## src/rio_pkg.sv

```systemverilog
// constants and types for the receiver pin control block
// What this block does
// The pending flag goes active once the buffered byte count is nonzero and reaches the threshold, polarity set by config.
// The pending flag can be steered onto the serial transmit pin or onto the event pin when that is no input.
// After reset the pending flag stays inactive until configuration enables it.
// A low level on the reset input resets the block except the backup RAM, and that pin is never driven.
// A hardware reset clears the time counter but leaves the backup RAM contents alone.
// The event input can wake the receiver in power save and feed aiding, and starts disabled.
// With power control on, the event level overrides the power save on and off cycle.
// Outside power save the event input can force the receiver off.
// With time aiding on, an event edge realigns the internal time.
// The far party gives frequency aiding of at most 500 kHz with each phase at least 50 ns.
// The select strap picks UART and two-wire when open and SPI when low, never both.
// The time strobe is configurable and defaults to one pulse every second.
// The far party never pulls the service boot pin low during reset or start-up.
// In power save the amplifier enable is high in the active phase and low when inactive.
// The select strap pin reads high when left open, thanks to a pull-up.
// With the strap low the two-wire data and clock pins carry SPI select and clock.
// The pending flag drops again once the byte count falls below the threshold.
package rio_pkg;
  localparam int unsigned CLK_HZ        = 250_000_000;
  localparam int unsigned STROBE_PER_S  = 1;
  localparam int unsigned STROBE_CYC    = CLK_HZ / STROBE_PER_S;
  localparam logic [31:0] STROBE_CYC_RST = 32'(STROBE_CYC);
  localparam logic [31:0] STROBE_WID_RST = 32'h017d7840;
  localparam logic [15:0] THRESH_RST    = 16'h0000;
  localparam int unsigned AID_MAX_KHZ   = 500;
  localparam int unsigned AID_MIN_NS    = 50;
  localparam int unsigned CLK_NS        = 4;
  localparam int unsigned AID_MIN_CYC   = (AID_MIN_NS + CLK_NS - 1) / CLK_NS;
  localparam int unsigned BRAM_WORDS    = 16;
  localparam int unsigned BRAM_AW       = 4;
  localparam logic [1:0]  ROUTE_OFF     = 2'h0;
  localparam logic [1:0]  ROUTE_TXD     = 2'h1;
  localparam logic [1:0]  ROUTE_EVENT   = 2'h2;
  typedef enum logic [1:0] {
    RIO_PWR_RUN   = 2'b00,
    RIO_PWR_IDLE  = 2'b01,
    RIO_PWR_OFF   = 2'b10
  } rio_pwr_t;
endpackage

```

## src/rio_ram_if.sv

```systemverilog
// link between the pin block and its backup ram
`timescale 1ns/100ps
interface rio_ram_if;
  logic                 we;
  logic [3:0]           addr;
  logic [31:0]          wdata;
  logic [31:0]          rdata;
  modport ctl (output we, output addr, output wdata, input rdata);
  modport mem (input we, input addr, input wdata, output rdata);
endinterface

```

## src/rio_backup_ram.sv

```systemverilog
// backup ram kept on its own reset so a hardware reset leaves it intact
`timescale 1ns/100ps
module rio_backup_ram (
  input  wire logic core_clk,
  input  wire logic bkp_rst_b,
  rio_ram_if.mem    ram
);
  logic [31:0] mem_q [rio_pkg::BRAM_WORDS];
  genvar gi;
  generate
    for (gi = 0; gi < rio_pkg::BRAM_WORDS; gi++)
    begin : g_word
      always_ff @(posedge core_clk or negedge bkp_rst_b)
      begin
        if (!bkp_rst_b)
          mem_q[gi] <= 32'h0;
        else if (ram.we && ram.addr == 4'(gi))
          mem_q[gi] <= ram.wdata;
      end
    end
  endgenerate
  assign ram.rdata = mem_q[ram.addr];
endmodule

```

## src/rio_pin_ctrl.sv

```systemverilog
// receiver misc pin control: pending flag, event input, strap, strobes, amp enable
`timescale 1ns/100ps
module rio_pin_ctrl (
  input  wire logic        core_clk,
  input  wire logic        rst_b,
  input  wire logic        bkp_rst_b,
  input  wire logic        port_sel_strap_in,
  input  wire logic        pend_en,
  input  wire logic        pend_pol,
  input  wire logic [1:0]  pend_route,
  input  wire logic [15:0] pend_thresh,
  input  wire logic [15:0] tx_byte_count,
  input  wire logic        uart_tx_data,
  input  wire logic        ext_event_in,
  input  wire logic        event_en,
  input  wire logic        event_wake_en,
  input  wire logic        event_pwr_ctl_en,
  input  wire logic        event_time_aid_en,
  input  wire logic        event_freq_aid_en,
  input  wire logic        psm_en,
  input  wire logic        psm_active_phase,
  input  wire logic        strobe_cfg_we,
  input  wire logic [31:0] strobe_period,
  input  wire logic [31:0] strobe_width,
  input  wire logic        strobe2_en,
  input  wire logic        service_boot_in,
  input  wire logic        two_wire_sda_in,
  input  wire logic        two_wire_scl_in,
  input  wire logic        bram_we,
  input  wire logic [3:0]  bram_addr,
  input  wire logic [31:0] bram_wdata,
  output logic [31:0]      bram_rdata,
  output logic             txd_out,
  output logic             ext_event_out,
  output logic             ext_event_oe,
  output logic             uart_sel,
  output logic             two_wire_sel,
  output logic             spi_sel,
  output logic             spi_cs_b,
  output logic             spi_clk,
  output logic             two_wire_sda,
  output logic             two_wire_scl,
  output logic             wake_req,
  output logic             rx_off,
  output logic [1:0]       pwr_state,
  output logic [31:0]      rtc_time,
  output logic [31:0]      freq_aid_count,
  output logic             time_strobe,
  output logic             second_time_strobe,
  output logic             second_time_strobe_oe,
  output logic             front_amp_on
);
  rio_ram_if ram_bus ();
  logic             pend_q;
  logic             strap_q;
  logic             boot_done_q;
  logic             ev_q;
  logic             ev_rise;
  logic             ev_in_use;
  logic [31:0]      per_q;
  logic [31:0]      wid_q;
  logic [31:0]      tcnt_q;
  logic [31:0]      rtc_q;
  logic [31:0]      fcnt_q;
  logic [15:0]      sub_q;
  rio_pkg::rio_pwr_t pwr_q;
  rio_pkg::rio_pwr_t pwr_d;

  // pending level with polarity; inactive level is the inverse of active
  function automatic logic drive_pol(input logic act, input logic pol);
    drive_pol = pol ? act : ~act;
  endfunction

  rio_backup_ram u_bram (
    .core_clk  (core_clk),
    .bkp_rst_b (bkp_rst_b),
    .ram       (ram_bus)
  );
  assign ram_bus.we    = bram_we;
  assign ram_bus.addr  = bram_addr;
  assign ram_bus.wdata = bram_wdata;

  // rst_b is only ever sampled, never driven
  always_ff @(posedge core_clk or negedge rst_b)
  begin
    if (!rst_b)
      bram_rdata <= 32'h0;
    else
      bram_rdata <= ram_bus.rdata;
  end

  // pending flag follows count against threshold both ways
  always_ff @(posedge core_clk or negedge rst_b)
  begin
    if (!rst_b)
      pend_q <= 1'b0;
    else
      pend_q <= pend_en && (tx_byte_count >= pend_thresh) && (tx_byte_count != 16'h0);
  end

  // event pin is free for output only when no input function uses it
  assign ev_in_use = event_en | event_wake_en | event_pwr_ctl_en
                   | event_time_aid_en | event_freq_aid_en;

  always_ff @(posedge core_clk or negedge rst_b)
  begin
    if (!rst_b)
    begin
      txd_out       <= 1'b1;
      ext_event_out <= 1'b1;
      ext_event_oe  <= 1'b0;
    end
    else
    begin
      if (pend_route == rio_pkg::ROUTE_TXD && pend_en)
        txd_out <= drive_pol(pend_q, pend_pol);
      else
        txd_out <= uart_tx_data;
      ext_event_oe  <= (pend_route == rio_pkg::ROUTE_EVENT) && pend_en && !ev_in_use;
      ext_event_out <= drive_pol(pend_q, pend_pol);
    end
  end

  // strap caught at reset release; a floating pin reads high through the pull-up
  always_ff @(posedge core_clk or negedge rst_b)
  begin
    if (!rst_b)
    begin
      strap_q     <= 1'b1;
      boot_done_q <= 1'b0;
    end
    else if (!boot_done_q)
    begin
      strap_q     <= port_sel_strap_in;
      boot_done_q <= 1'b1;
    end
  end

  always_ff @(posedge core_clk or negedge rst_b)
  begin
    if (!rst_b)
    begin
      uart_sel     <= 1'b0;
      two_wire_sel <= 1'b0;
      spi_sel      <= 1'b0;
      spi_cs_b     <= 1'b1;
      spi_clk      <= 1'b1;
      two_wire_sda <= 1'b1;
      two_wire_scl <= 1'b1;
    end
    else
    begin
      uart_sel     <= boot_done_q && strap_q;
      two_wire_sel <= boot_done_q && strap_q;
      spi_sel      <= boot_done_q && !strap_q;
      spi_cs_b     <= strap_q ? 1'b1 : two_wire_sda_in;
      spi_clk      <= strap_q ? 1'b1 : two_wire_scl_in;
      two_wire_sda <= strap_q ? two_wire_sda_in : 1'b1;
      two_wire_scl <= strap_q ? two_wire_scl_in : 1'b1;
    end
  end

  // event input edge detect, disabled functions see nothing
  always_ff @(posedge core_clk or negedge rst_b)
  begin
    if (!rst_b)
      ev_q <= 1'b1;
    else
      ev_q <= ext_event_in;
  end
  assign ev_rise = ext_event_in & ~ev_q;

  always_ff @(posedge core_clk or negedge rst_b)
  begin
    if (!rst_b)
      wake_req <= 1'b0;
    else
      wake_req <= event_wake_en && psm_en && (pwr_q == rio_pkg::RIO_PWR_IDLE) && ev_rise;
  end

  // power state: event level overrides cycling, or forces off outside power save
  always_comb
  begin
    pwr_d = pwr_q;
    case (pwr_q)
      rio_pkg::RIO_PWR_RUN,
      rio_pkg::RIO_PWR_IDLE,
      rio_pkg::RIO_PWR_OFF:
      begin
        if (psm_en && event_pwr_ctl_en)
          pwr_d = ext_event_in ? rio_pkg::RIO_PWR_RUN : rio_pkg::RIO_PWR_IDLE;
        else if (psm_en)
          pwr_d = (psm_active_phase || wake_req) ? rio_pkg::RIO_PWR_RUN
                                                 : rio_pkg::RIO_PWR_IDLE;
        else if (event_pwr_ctl_en && !ext_event_in)
          pwr_d = rio_pkg::RIO_PWR_OFF;
        else
          pwr_d = rio_pkg::RIO_PWR_RUN;
      end
      default: pwr_d = rio_pkg::RIO_PWR_RUN;
    endcase
  end

  always_ff @(posedge core_clk or negedge rst_b)
  begin
    if (!rst_b)
      pwr_q <= rio_pkg::RIO_PWR_RUN;
    else
      pwr_q <= pwr_d;
  end

  always_ff @(posedge core_clk or negedge rst_b)
  begin
    if (!rst_b)
    begin
      pwr_state    <= 2'b00;
      rx_off       <= 1'b0;
      front_amp_on <= 1'b1;
    end
    else
    begin
      pwr_state    <= pwr_d;
      rx_off       <= (pwr_d == rio_pkg::RIO_PWR_OFF);
      front_amp_on <= (pwr_d == rio_pkg::RIO_PWR_RUN);
    end
  end

  // rtc: cleared by hardware reset, realigned on an aiding pulse
  always_ff @(posedge core_clk or negedge rst_b)
  begin
    if (!rst_b)
    begin
      rtc_q <= 32'h0;
      sub_q <= 16'h0;
    end
    else if (event_time_aid_en && ev_rise)
    begin
      rtc_q <= rtc_q + 32'h1;
      sub_q <= 16'h0;
    end
    else if (tcnt_q == per_q - 32'h1)
    begin
      rtc_q <= rtc_q + 32'h1;
      sub_q <= 16'h0;
    end
    else
      sub_q <= sub_q + 16'h1;
  end
  assign rtc_time = rtc_q;

  // frequency aiding counts rising edges; a 50 ns phase is 13 cycles so edges are resolvable
  always_ff @(posedge core_clk or negedge rst_b)
  begin
    if (!rst_b)
      fcnt_q <= 32'h0;
    else if (event_freq_aid_en && ev_rise)
      fcnt_q <= fcnt_q + 32'h1;
  end
  assign freq_aid_count = fcnt_q;

  // strobe period and width, one per second out of reset
  always_ff @(posedge core_clk or negedge rst_b)
  begin
    if (!rst_b)
    begin
      per_q <= rio_pkg::STROBE_CYC_RST;
      wid_q <= rio_pkg::STROBE_WID_RST;
    end
    else if (strobe_cfg_we && strobe_period != 32'h0)
    begin
      per_q <= strobe_period;
      wid_q <= strobe_width;
    end
  end

  always_ff @(posedge core_clk or negedge rst_b)
  begin
    if (!rst_b)
      tcnt_q <= 32'h0;
    else if ((event_time_aid_en && ev_rise) || tcnt_q >= per_q - 32'h1)
      tcnt_q <= 32'h0;
    else
      tcnt_q <= tcnt_q + 32'h1;
  end

  // second strobe sits high while disabled and is not driven until boot is done
  always_ff @(posedge core_clk or negedge rst_b)
  begin
    if (!rst_b)
    begin
      time_strobe           <= 1'b0;
      second_time_strobe    <= 1'b1;
      second_time_strobe_oe <= 1'b0;
    end
    else
    begin
      time_strobe           <= (tcnt_q < wid_q);
      second_time_strobe    <= strobe2_en ? (tcnt_q < wid_q) : 1'b1;
      second_time_strobe_oe <= strobe2_en && boot_done_q && service_boot_in;
    end
  end
endmodule

```

## config.mk

```make
export PLATFORM = sky130hd
export DESIGN_NAME = rio_pin_ctrl
export DESIGN_NICKNAME = d
export VERILOG_FILES = /design/src/rio_pkg.sv /design/src/rio_ram_if.sv /design/src/rio_backup_ram.sv /design/src/rio_pin_ctrl.sv
export SDC_FILE = /design/constraint.sdc
export NUM_CORES = 1
export LEC_CHECK = 0
export BUFFER_PORTS_ARGS = -buffer_cell sky130_fd_sc_hd__buf_2
export CAP_MARGIN = 5
export CORE_MARGIN = 2
export CORE_UTILIZATION = 55
export CTS_CLUSTER_SIZE = 20
export DETAILED_ROUTE_END_ITERATION = 8
export PLACE_DENSITY_LB_ADDON = 0.05
export REMOVE_ABC_BUFFERS = 1
export SETUP_SLACK_MARGIN = 0.02
export SYNTH_ARGS = -nofsm -noshare
export SYNTH_HDL_FRONTEND = slang
export SYNTH_SLANG_ARGS = --single-unit
```

## constraint.sdc

```tcl
create_clock -name core_clk -period 5 [get_ports core_clk]
set_clock_uncertainty 0.15 [all_clocks]
set_input_delay 0.75 -clock core_clk [delete_from_list [all_inputs] [get_ports core_clk]]
set_output_delay 0.75 -clock core_clk [all_outputs]
set_load 0.02 [all_outputs]
```

==> flow_summary_export.csv, run 1 <==
group,metric,value,unit
finish,multi_input_area,0.0146,sq mm
timing,relSlewSlack,0.299,
setup_path,crit_path_start_kind,"register",
pwr,p_leak,17.1,nW
finish,ff_latch_area,0.0182,sq mm
detailed_routing,drt_iter0_markers,1080,
min_path,min_path_type,"primary input to async pin",
timing,finalCritPeriodShare,0.925,
pwr,seqPwrFrac,0.475,
die,rows,90,
pwr,p_int,12.1,mW
clock_tree,cts_buffer_depth,3,
setup_path,reg2reg_to,"rtc_time[16]",
detailed_routing,antenna_left,0,
setup_path,cp_max_fo,11,
synthesis,syn_area,0.0335,sq mm
pwr,swShare,0.253,
place,io_buffer_count,268,
clock_tree,cts-root-buf,"clkbuf_16",
finish,final_nets,2763,
detailed_routing,drc,0,
setup_path,max_stage_delay,0.48,ns
place,dpl.hpwl,49000,microns
synthesis,synth_commonest_cells,"690 x dfrtp_1, 579 x mux2_2, 160 x mux4_2, 102 x clkbuf_1, 83 x ha_1",
detailed_routing,drt-vias-per-instance,5.88,
setup_path,crit_chain,"or3_1 -> or4_1 -> nor3_2 -> nand2_1 -> nor4_1 -> xnor2_1 -> ha_1 -> and4_1 -> nand4_1 -> o31a_1 -> or2_1 -> nor4_2 -> xor2_1",
synthesis,synth_most_common_cell,"dfrtp_1",
die,io_pins,269,
synthesis,syn_inst,2284,
synthesis,synth_flop_cell,"dfrtp_1",
place,dpl_cell_area,0.0358,sq mm
die,start_util,0.555,
setup_path,critPathRequiredTime,5.39,ns
clock_tree,htreeDepth,3,
timing,fin_crit,4.62,ns
run,max_cap_violations,0,
die,die_area,0.0628,sq mm
pwr,power_density,422,mW/mm^2
detailed_routing,vias,19842,
timing,slew_violations,0,
global_routing,grtUsageTotal,0.255,
global_routing,antenna_found_initial,10,
detailed_routing,routed_wl,78200,microns
timing,grt_setup_unrepaired,"false",
synthesis,synth_cell_types,55,
synthesis,syn_area_per_cell,14.6,sq um
detailed_routing,wl_per_cell,23.2,microns
outcome,status,"finished, final reports clean",
synthesis,yosys.area.top_type_share,0.516,
clock_tree,clock_latency,0.62,ns
global_routing,grt_start_max_net_pins,135,
global_routing,grt_pass1_wl,123000,microns
clock_tree,numCtsBuffers,77,
die,core,0.0602,sq mm
die,die_w,251,microns
finish,area_growth,14.6,%
synthesis,synth_area_leaders,"dfrtp_1 52%, mux2_2 19%, mux4_2 11%",
clock_tree,clk_pin_slew,0.06,ns
synthesis,synth_seq_cells,725,
setup_path,rrSetupSlack,0.38,ns
place,gp_congestion,0.826,
setup_path,critical_path_arrival,5.02,ns
pwr,ir_worst_vdd,0.276,mV
setup_path,cp-end-kind,"register",
finish,layout-drive-gt1-share,0.472,
timing,worstMarginPinSlew,1.05,ns
die,die_height,251,microns
synthesis,yosys.area.top_type,"dfrtp_1",
pwr,power_frac_comb,0.169,
setup_path,rr_worst_depth,13,
global_routing,grt_pass1_vias,21159,
synthesis,ys_seq_area_frac,0.544,
setup_path,crit_type,"register to register",
synthesis,async_reset_ff_frac,1.00,
finish,fill_cells,4474,
finish,design_area,0.0384,sq mm
timing,report.final.setup_viol,0,
timing,hold_viol_final,0,
detailed_routing,first_pass_iters,4,
timing,fmax,216,MHz
pwr,p_sw,4.09,mW
synthesis,synth-edff-count,0,
timing,fin_tns_setup,0,ns
synthesis,yosysWarnings,0,
global_routing,overflow,0,
setup_path,cp_slowest_cell,"or4_1",
setup_path,reg2reg_from,"per_q[11]",
pwr,power.share.clock,0.356,
clock_tree,cts_sinks,725,
clock_tree,cts_tree,"done",
critical path: cells and delay by family (launching register included):
kind	cells	cell delay [ns]
flops	1	0.42
xor+xnor	2	0.30
simple gates	9	2.88
compound gates	1	0.48
fa+ha+maj	1	0.30
repair_timing:
item,CTS,global route
setup buffers,0,0
gates resized for setup,0,2
hold buffers,0,0
endpoints found under the setup margin,0,1
stage by stage:
| step | worst slack (ns) | util | hold slack [ns] | total power [mW] | instances |
|---|---|---|---|---|---|
| after detailed placement | 0.337 | 0.594 | 0.270 | 10.5 | 3228 |
| after CTS | 0.313 | 0.636 | 0.0899 | 16.3 | 3370 |
| final | 0.377 | 0.637 | 0.0610 | 16.2 | 3373 |
| after global routing | 0.0906 | 0.637 | 0.0921 | 16.9 | 3372 |
| after floorplan | 0.280 | - | 0.246 | 9.52 | 2143 |
| after global placement | 0.503 | 0.594 | 0.264 | 10.4 | 3228 |
final cells by class:
| class | instances | share of cell area |
|---|---|---|
| sequential | 725 | 0.474 |
| multi-input combinational | 1359 | 0.381 |
| clock buffer | 124 | 0.0615 |
| timing repair buffer | 303 | 0.0466 |
| tap | 782 | 0.0255 |
| inverter | 59 | 0.00577 |
| clock inverter | 18 | 0.00555 |
| antenna | 3 | 0.000196 |
state kept, by name (all words and copies together), names as in the netlist, 2 cells and up:
register,count
pwr_state,2
wid_q,32
tcnt_q,32
freq_aid_count,32
bram_rdata,32
u_bram.mem_q,512
rtc_time,32
per_q,32
cell families after synthesis:
group	after synthesis	share of synthesized area
muxes	739	0.303
DFF	725	0.544
and+or+nand+nor	348	0.0554
buffers and inverters	200	0.0231
xor gates and xnor gates	123	0.0322
adders and majority gates	83	0.0310
AOI/OAI and AO/OA	65	0.0120
other	1	0.000112
cells in the final DEF (no fill, tap or decap), types with 4 or more instances in the layout:
master     instances
o21ai_0           12
xnor2_1           74
nor2_1            71
a21o_1            10
buf_12            12
nor2b_1            6
ha_1              83
nand3b_1           5
clkbuf_16         81
nor3_1            18
clkbuf_1          26
nand3_1           45
nor4_1            22
and2_1             6
and4_1            11
and3_1            17
xor2_1            49
nand2_1           63
a21oi_1           28
buf_4             23
mux2_2           579
nand4_1           27
dfstp_2           35
inv_1             59
or4_1              5
clkbuf_8          18
clkinv_2          11
nor2_4             9
nand2b_1          10
bufinv_16          4
dfrtp_1          690
buf_2            264
mux4_2           160
or2_2              4
nor3b_1            5
per-layer routing:
| metal | vias up | wire, microns | global-route usage |
|---|---|---|---|
| met3 | 120 | 2980 | 0.0378 |
| met1 | 10515 | 33700 | 0.341 |
| met4 | 14 | 1750 | 0.0691 |
| li1 | 8827 | - | - |
| met2 | 366 | 39700 | 0.437 |
| met5 | - | 78 | 0 |
power by group through the flow:
stage,sequential (mW),clock (mW),combinational [mW]
floorplan,7.73,0,1.79
global placement,7.71,0,2.66
detailed placement,7.79,0,2.75
CTS,7.69,5.88,2.77
global route,7.83,6.12,2.96
finish,7.70,5.76,2.73
worst max-delay path by stage:
stage,cells after the start,end,startpoint,slack [ns]
2_1_floorplan,4,per_q[0],strobe_period[24],0.28
3_3_place_gp,13,rtc_time[16],per_q[19],0.50
3_5_place_dp,13,rtc_time[16],per_q[11],0.34
4_1_cts,13,rtc_time[16],per_q[11],0.31
5_1_grt,13,rtc_time[16],per_q[11],0.09
6_report,13,rtc_time[16],per_q[11],0.38
Power figures use the tool's default switching activity.
==> run 2, diff against run 1 <==
--- a/config.mk
+++ b/config.mk
@@ -8,7 +8,7 @@
 export BUFFER_PORTS_ARGS = -buffer_cell sky130_fd_sc_hd__buf_2
 export CAP_MARGIN = 5
 export CORE_MARGIN = 2
-export CORE_UTILIZATION = 55
+export CORE_UTILIZATION = 54
 export CTS_CLUSTER_SIZE = 20
 export DETAILED_ROUTE_END_ITERATION = 8
 export PLACE_DENSITY_LB_ADDON = 0.05
==> constraint.sdc (replaced) <==
create_clock -name core_clk -period 3.9 [get_ports core_clk]
set_clock_uncertainty 0.15 [all_clocks]
set_input_delay 0.585 -clock core_clk [delete_from_list [all_inputs] [get_ports core_clk]]
set_output_delay 0.585 -clock core_clk [all_outputs]
set_load 0.02 [all_outputs]
==> run 2 against run 1 <==
Net effect: the run now ends with negative setup slack left; worst hold slack worse by 0.010 ns; power increased by 29%; flip-flop and latch count unchanged; global-route usage rose by 0.19 points; maximum frequency rose by 14%; clock power is 26% higher; critical endpoint is now tcnt_q[27]; largest power group unchanged; largest cell class unchanged.
==> flow_summary_export.csv, run 2 (synthesis gave the netlist of run 1 again) <==
group,metric,value,unit
min_path,min_path_type,"primary input to register",
detailed_routing,routed_wl,80700,microns
setup_path,cp_max_fo,8,
clock_tree,cts_tree,"done",
timing,finalCritPeriodShare,1.04,
timing,report.final.setup_viol,56,
setup_path,cp-end-kind,"register",
detailed_routing,drt_iter0_markers,1126,
timing,setup_slack,-0.156,ns
finish,largest_reg_flops,512,
global_routing,grtUsageMet1,0.332,
clock_tree,numCtsBuffers,79,
die,start_util,0.544,
detailed_routing,first_pass_iters,5,
global_routing,grtUsageMet2,0.444,
timing,relSlewSlack,0.430,
global_routing,grt_start_max_net_pins,103,
setup_path,rrSetupSlack,-0.16,ns
clock_tree,htreeDepth,3,
detailed_routing,antenna_left,0,
die,io_pins,269,
outcome,failed_checks,"negative setup slack",
global_routing,overflow,0,
timing,fin_crit,4.06,ns
timing,grt_setup_unrepaired,"true",
finish,area_growth,18.4,%
timing,holdWs,0.0509,ns
clock_tree,clk_pin_slew,0.06,ns
global_routing,grtUsageMet3,0.0430,
detailed_routing,wl_per_cell,23.2,microns
die,rows,91,
finish,final_cell_mix,"690 x dfrtp_1, 578 x mux2_2, 264 x buf_2, 160 x mux4_2, 104 x buf_4",
global_routing,grtUsageTotal,0.257,
outcome,status,"finished with violations",
finish,layout-drive-gt1-share,0.516,
clock_tree,cts-root-buf,"clkbuf_16",
timing,fin_tns_setup,-5.62,ns
setup_path,crit_path_start_kind,"register",
setup_path,crit_type,"register to register",
die,core,0.0615,sq mm
global_routing,grt_pass1_wl,126000,microns
place,dpl.hpwl,51400,microns
clock_tree,cts_buffer_depth,3,
place,io_buffer_count,268,
place,gp_congestion,0.852,
finish,final_util,0.645,
setup_path,critical_path_arrival,4.46,ns
die,die_w,253,microns
timing,hold_viol_final,0,
detailed_routing,drc,0,
pwr,p_leak,17.7,nW
finish,final_nets,2860,
detailed_routing,vias,20294,
pwr,ir_worst_vdd,0.412,mV
place,dp.cells,3311,
timing,fmax,247,MHz
finish,regMostFlops,"u_bram.mem_q",
detailed_routing,drt-vias-per-instance,5.85,
finish,final_common_cell,"dfrtp_1",
timing,slew_violations,0,
run,max_cap_violations,0,
global_routing,busiest_layer,"met2",
global_routing,grt_pass1_vias,21637,
clock_tree,clock_latency,0.62,ns
die,die_area,0.0640,sq mm
global_routing,antenna_found_initial,10,
finish,finalNonFillerCells,3472,
setup_path,critPathRequiredTime,4.30,ns
die,die_height,253,microns
clock_tree,cts_sinks,725,
timing,worstMarginPinSlew,0.856,ns
pwr,power_density,525,mW/mm^2
==> run 2: worst paths after layout <==
check / startpoint / end / cells past startpoint
max in group asynchronous: bkp_rst_b / u_bram.mem_q[312] / 3
min in group asynchronous: rst_b / ext_event_oe / 2
worst min register to register: pend_q / ext_event_out / 1
worst max register to register: per_q[21] / tcnt_q[27] / 14
worst max-delay path: per_q[21] / tcnt_q[27] / 14
worst min-delay path: psm_en / rx_off / 2
==> run 2: layout make-up <==
| class | count | area (sq um) |
|---|---|---|
| Multi-Input combinational cell | 1359 | 15100 |
| Tap cell | 790 | 988 |
| Antenna cell | 2 | 5.00 |
| Timing Repair Buffer | 398 | 2600 |
| Inverter | 59 | 221 |
| Sequential cell | 725 | 18200 |
| Fill cell | 4563 | 21900 |
| Clock buffer | 123 | 2360 |
| Clock inverter | 16 | 164 |
==> run 2: power by group <==
part | total (mW) | internal (mW) | switching, mW
Clock | 7.28 | 4.30 | 2.99
Sequential | 9.85 | 9.05 | 0.808
Combinational | 3.68 | 2.15 | 1.53
Total | 20.8 | 15.5 | 5.32
==> run 2: what timing repair did <==
action	CTS	global route
setup endpoints to repair	63	63
endpoints found under the hold margin	164	0
hold buffers	6	0
pin swaps	9	34
gates cloned	0	3
setup buffers	9	3
gates resized for setup	31	88
==> run 2: stage by stage <==
step	area (sq um)	setup WS (ns)	power, mW
3_5_place_dp	36400	-0.492	13.6
3_3_place_gp	36400	-0.262	13.4
6_report	39600	-0.156	20.8
4_1_cts	39200	-0.128	20.9
2_1_floorplan	32900	-0.655	12.2
5_1_grt	39600	-0.324	21.7
==> run 2: metal layers <==
layer  vias up  part of all wire
met5         -            0.0011
met3       175             0.038
li1       9011                 -
met1     10686              0.42
met2       408              0.52
met4        14             0.029
==> run 2: worst max-delay path: stages (launching register included) <==
cell	delay [ns]
dfstp_2	0.38
nor4_4	0.31
nand2b_1	0.12
or4_4	0.44
or4_4	0.46
nor3_4	0.16
xnor2_2	0.14
ha_1	0.27
and4_1	0.21
nand4_1	0.11
o31a_1	0.34
nand2_1	0.10
or3_4	0.47
clkbuf_16	0.21
nor2_2	0.10
==> run 3, diff against run 2 <==
--- a/config.mk
+++ b/config.mk
@@ -5,10 +5,10 @@
 export SDC_FILE = /design/constraint.sdc
 export NUM_CORES = 1
 export LEC_CHECK = 0
+export ABC_AREA = 1
 export BUFFER_PORTS_ARGS = -buffer_cell sky130_fd_sc_hd__buf_2
 export CAP_MARGIN = 5
-export CORE_MARGIN = 2
-export CORE_UTILIZATION = 54
+export CORE_UTILIZATION = 55
 export CTS_CLUSTER_SIZE = 20
 export DETAILED_ROUTE_END_ITERATION = 8
 export PLACE_DENSITY_LB_ADDON = 0.05
==> run 3 against run 2 <==
Net effect: the run now ends clean; global-route usage increased by 4.7 points; sequential share of layout area increased by 0.24 points; synthesized cell count increased by 78%; power decreased by 2.2%.
==> flow_summary_export.csv, run 3 <==
group,metric,value,unit
setup_path,cp_max_fo,23,
setup_path,crit_path_start,"per_q[2]",
finish,area_growth,14.1,%
setup_path,critical_path_arrival,3.90,ns
synthesis,syn_area,0.0345,sq mm
finish,final_common_cell,"nand2_1",
synthesis,yosysWarnings,0,
synthesis,yosys.area.top_type_share,0.500,
place,dpl.hpwl,58600,microns
synthesis,async_reset_ff_frac,1.00,
timing,report.final.setup_viol,0,
synthesis,synth_area_leaders,"dfrtp_1 50%, nand2_1 11%, o21ai_0 5.8%",
clock_tree,cts_sinks,725,
setup_path,path_common_cell,"nand2_1",
die,die_area,0.0638,sq mm
global_routing,grtUsageMet1,0.422,
setup_path,critPathRequiredTime,4.26,ns
outcome,status,"finished, final reports clean",
pwr,power_density,516,mW/mm^2
finish,multi_input_area,0.0141,sq mm
run,max_cap_violations,0,
die,rows,91,
global_routing,antenna_found_initial,5,
detailed_routing,drt-vias-per-instance,5.54,
setup_path,crit_path_start_kind,"register",
timing,finalCritPeriodShare,0.908,
synthesis,synth_seq_cells,725,
setup_path,max_stage_delay,0.43,ns
place,dp.cells,4997,
finish,final_nets,4488,
detailed_routing,wl_per_cell,18.5,microns
detailed_routing,first_pass_iters,6,
global_routing,grt_start_max_net_pins,132,
setup_path,crit_cells,17,
timing,slew_violations,0,
synthesis,synth_commonest_cells,"1024 x nand2_1, 690 x dfrtp_1, 400 x o21ai_0, 335 x inv_1, 310 x nor2_1",
synthesis,synth_cell_types,41,
clock_tree,numCtsBuffers,77,
setup_path,critical_path.top_delay_family,"simple AND/OR/NAND/NOR gates",
clock_tree,cts_buffer_depth,3,
setup_path,cp-end-kind,"register",
detailed_routing,vias,28543,
min_path,min_path_type,"primary input to register",
setup_path,path_buf_inv,1,
place,gp_congestion,0.903,
synthesis,yosys.area.top_type,"dfrtp_1",
setup_path,reg2reg_to,"rtc_time[2]",
synthesis,synth-edff-count,0,
detailed_routing,drc,0,
clock_tree,cts-root-buf,"clkbuf_16",
clock_tree,clk_pin_slew,0.06,ns
finish,finalNonFillerCells,5153,
setup_path,crit_path_end,"rtc_time[2]",
timing,fin_crit,3.54,ns
timing,fmax,282,MHz
die,die_w,253,microns
place,io_buffer_count,268,
setup_path,cp_slowest_cell,"dfrtp_1",
setup_path,reg2reg_from,"per_q[2]",
synthesis,ys_seq_area_frac,0.526,
global_routing,grtUsageMet2,0.496,
global_routing,grt_pass1_vias,27231,
finish,layout-drive-gt1-share,0.126,
synthesis,syn_inst,4066,
timing,fin_tns_setup,0,ns
clock_tree,clock_latency,0.63,ns
clock_tree,htreeDepth,3,
detailed_routing,routed_wl,95500,microns
global_routing,grt_pass1_wl,152000,microns
timing,relSlewSlack,0.194,
finish,largest_reg_flops,512,
synthesis,synth_most_common_cell,"nand2_1",
die,io_pins,269,
finish,final_cell_mix,"1014 x nand2_1, 690 x dfrtp_1, 400 x o21ai_0, 335 x inv_1, 308 x nor2_1",
timing,hold_viol_final,0,
global_routing,overflow,0,
detailed_routing,antenna_left,0,
timing,worstMarginPinSlew,1.21,ns
global_routing,grtUsageTotal,0.304,
die,core,0.0618,sq mm
die,start_util,0.559,
pwr,p_leak,18.5,nW
pwr,ir_worst_vdd,0.395,mV
die,die_height,253,microns
finish,regMostFlops,"u_bram.mem_q",
setup_path,crit_chain,"nor3_2 -> nand2_1 -> nor2_4 -> nand3_1 -> nor2_1 -> nand2_1 -> xor2_1 -> ha_1 -> nand2_1 -> nor2_1 -> nand2_1 -> nor2_1 -> nand2_1 -> nand2_4 -> buf_4 -> nand2_1 -> xor2_1",
synthesis,synth_flop_cell,"dfrtp_1",
detailed_routing,drt_iter0_markers,2389,
finish,fill_cells,5366,
timing,grt_setup_unrepaired,"false",
global_routing,grtUsageMet3,0.0426,
setup_path,rrSetupSlack,0.36,ns
setup_path,crit_type,"register to register",
setup_path,rr_worst_depth,17,
clock_tree,cts_tree,"done",
finish,ff_latch_area,0.0182,sq mm
global_routing,busiest_layer,"met2",
synthesis,syn_area_per_cell,8.50,sq um
clock_tree,post_cts.repair.setup_buffers,0,
## run 3: cell count changes after synthesis, moves of 137 or more
cell,previous run,this run
nand2_1,64,1024
mux2_2,579,1
o21ai_0,12,400
inv_1,59,335
nor2_1,81,310
nand3_1,45,232
mux4_2,160,0
a21oi_1,28,165
## run 3: worst reg2reg max path: cells and delay by family, from the launching register on
kind / cells / cell delay [ns]
xor+xnor: 2 / 0.30
flops: 1 / 0.43
simple gates: 13 / 1.98
buf+inv: 1 / 0.30
fa+ha+maj: 1 / 0.29
## run 3: metal layers
metal | wire, microns | up-vias
met5 | 10 | -
met4 | 2250 | 2
met3 | 5530 | 161
met2 | 45500 | 910
met1 | 42200 | 13677
li1 | - | 13793
## run 3: area by class of cell
class,instances,share of cell area
Antenna cell,4,0.000254
Multi-Input combinational cell,2760,0.359
Clock inverter,25,0.00851
Sequential cell,725,0.461
Timing Repair Buffer,346,0.0554
Inverter,340,0.0324
Tap cell,837,0.0266
Clock buffer,116,0.0569
## run 3: timing repair
action | 4_1_cts | 5_1_grt
endpoints found under the setup margin | 0 | 33
hold endpoints to repair | 150 | 0
hold buffers | 11 | 0
resized for setup | 0 | 2
## run 3: kinds of logic after synthesis
| logic type | Yosys count | synth area share |
|---|---|---|
| other | 1 | 0.000109 |
| DFF | 725 | 0.526 |
| xor gates and xnor gates | 102 | 0.0259 |
| muxes | 1 | 0.000326 |
| adders and majority gates | 83 | 0.0301 |
| AOI/OAI and AO/OA | 837 | 0.140 |
| buffers and inverters | 581 | 0.0664 |
| and+or+nand+nor | 1736 | 0.211 |
## run 3: where the power goes
part           total, mW  internal [mW]  switching, mW  leakage [nW]
clock network       7.43           4.34           3.09          1.25
logic               3.22           1.23           1.98          8.31
registers           9.70           8.94          0.758          8.91
## run 3: worst min path at each step
stage | startpoint | end | slack [ns] | cells past startpoint
after CTS | strobe_width[19] | wid_q[19] | 0.007 | 3
final | strobe_width[19] | wid_q[19] | 0.03 | 3
after detailed placement | pend_q | ext_event_out | 0.28 | 1
after global placement | pend_q | ext_event_out | 0.27 | 1
after floorplan | rst_b | boot_done_q | 0.14 | 0
after global routing | strobe_width[20] | wid_q[20] | 0.03 | 3
## run 3: metrics by stage
step                power, mW  area, sq um  worst slack, ns  hold slack [ns]  utilization
floorplan                11.8        33500            -1.60            0.139            -
global placement         12.9        36700            0.371            0.267        0.594
detailed placement       13.0        36700            0.306            0.280        0.594
CTS                      20.5        39400            0.287          0.00683        0.637
global route             21.4        39400           0.0897           0.0258        0.638
finish                   20.3        39400            0.359           0.0345        0.638
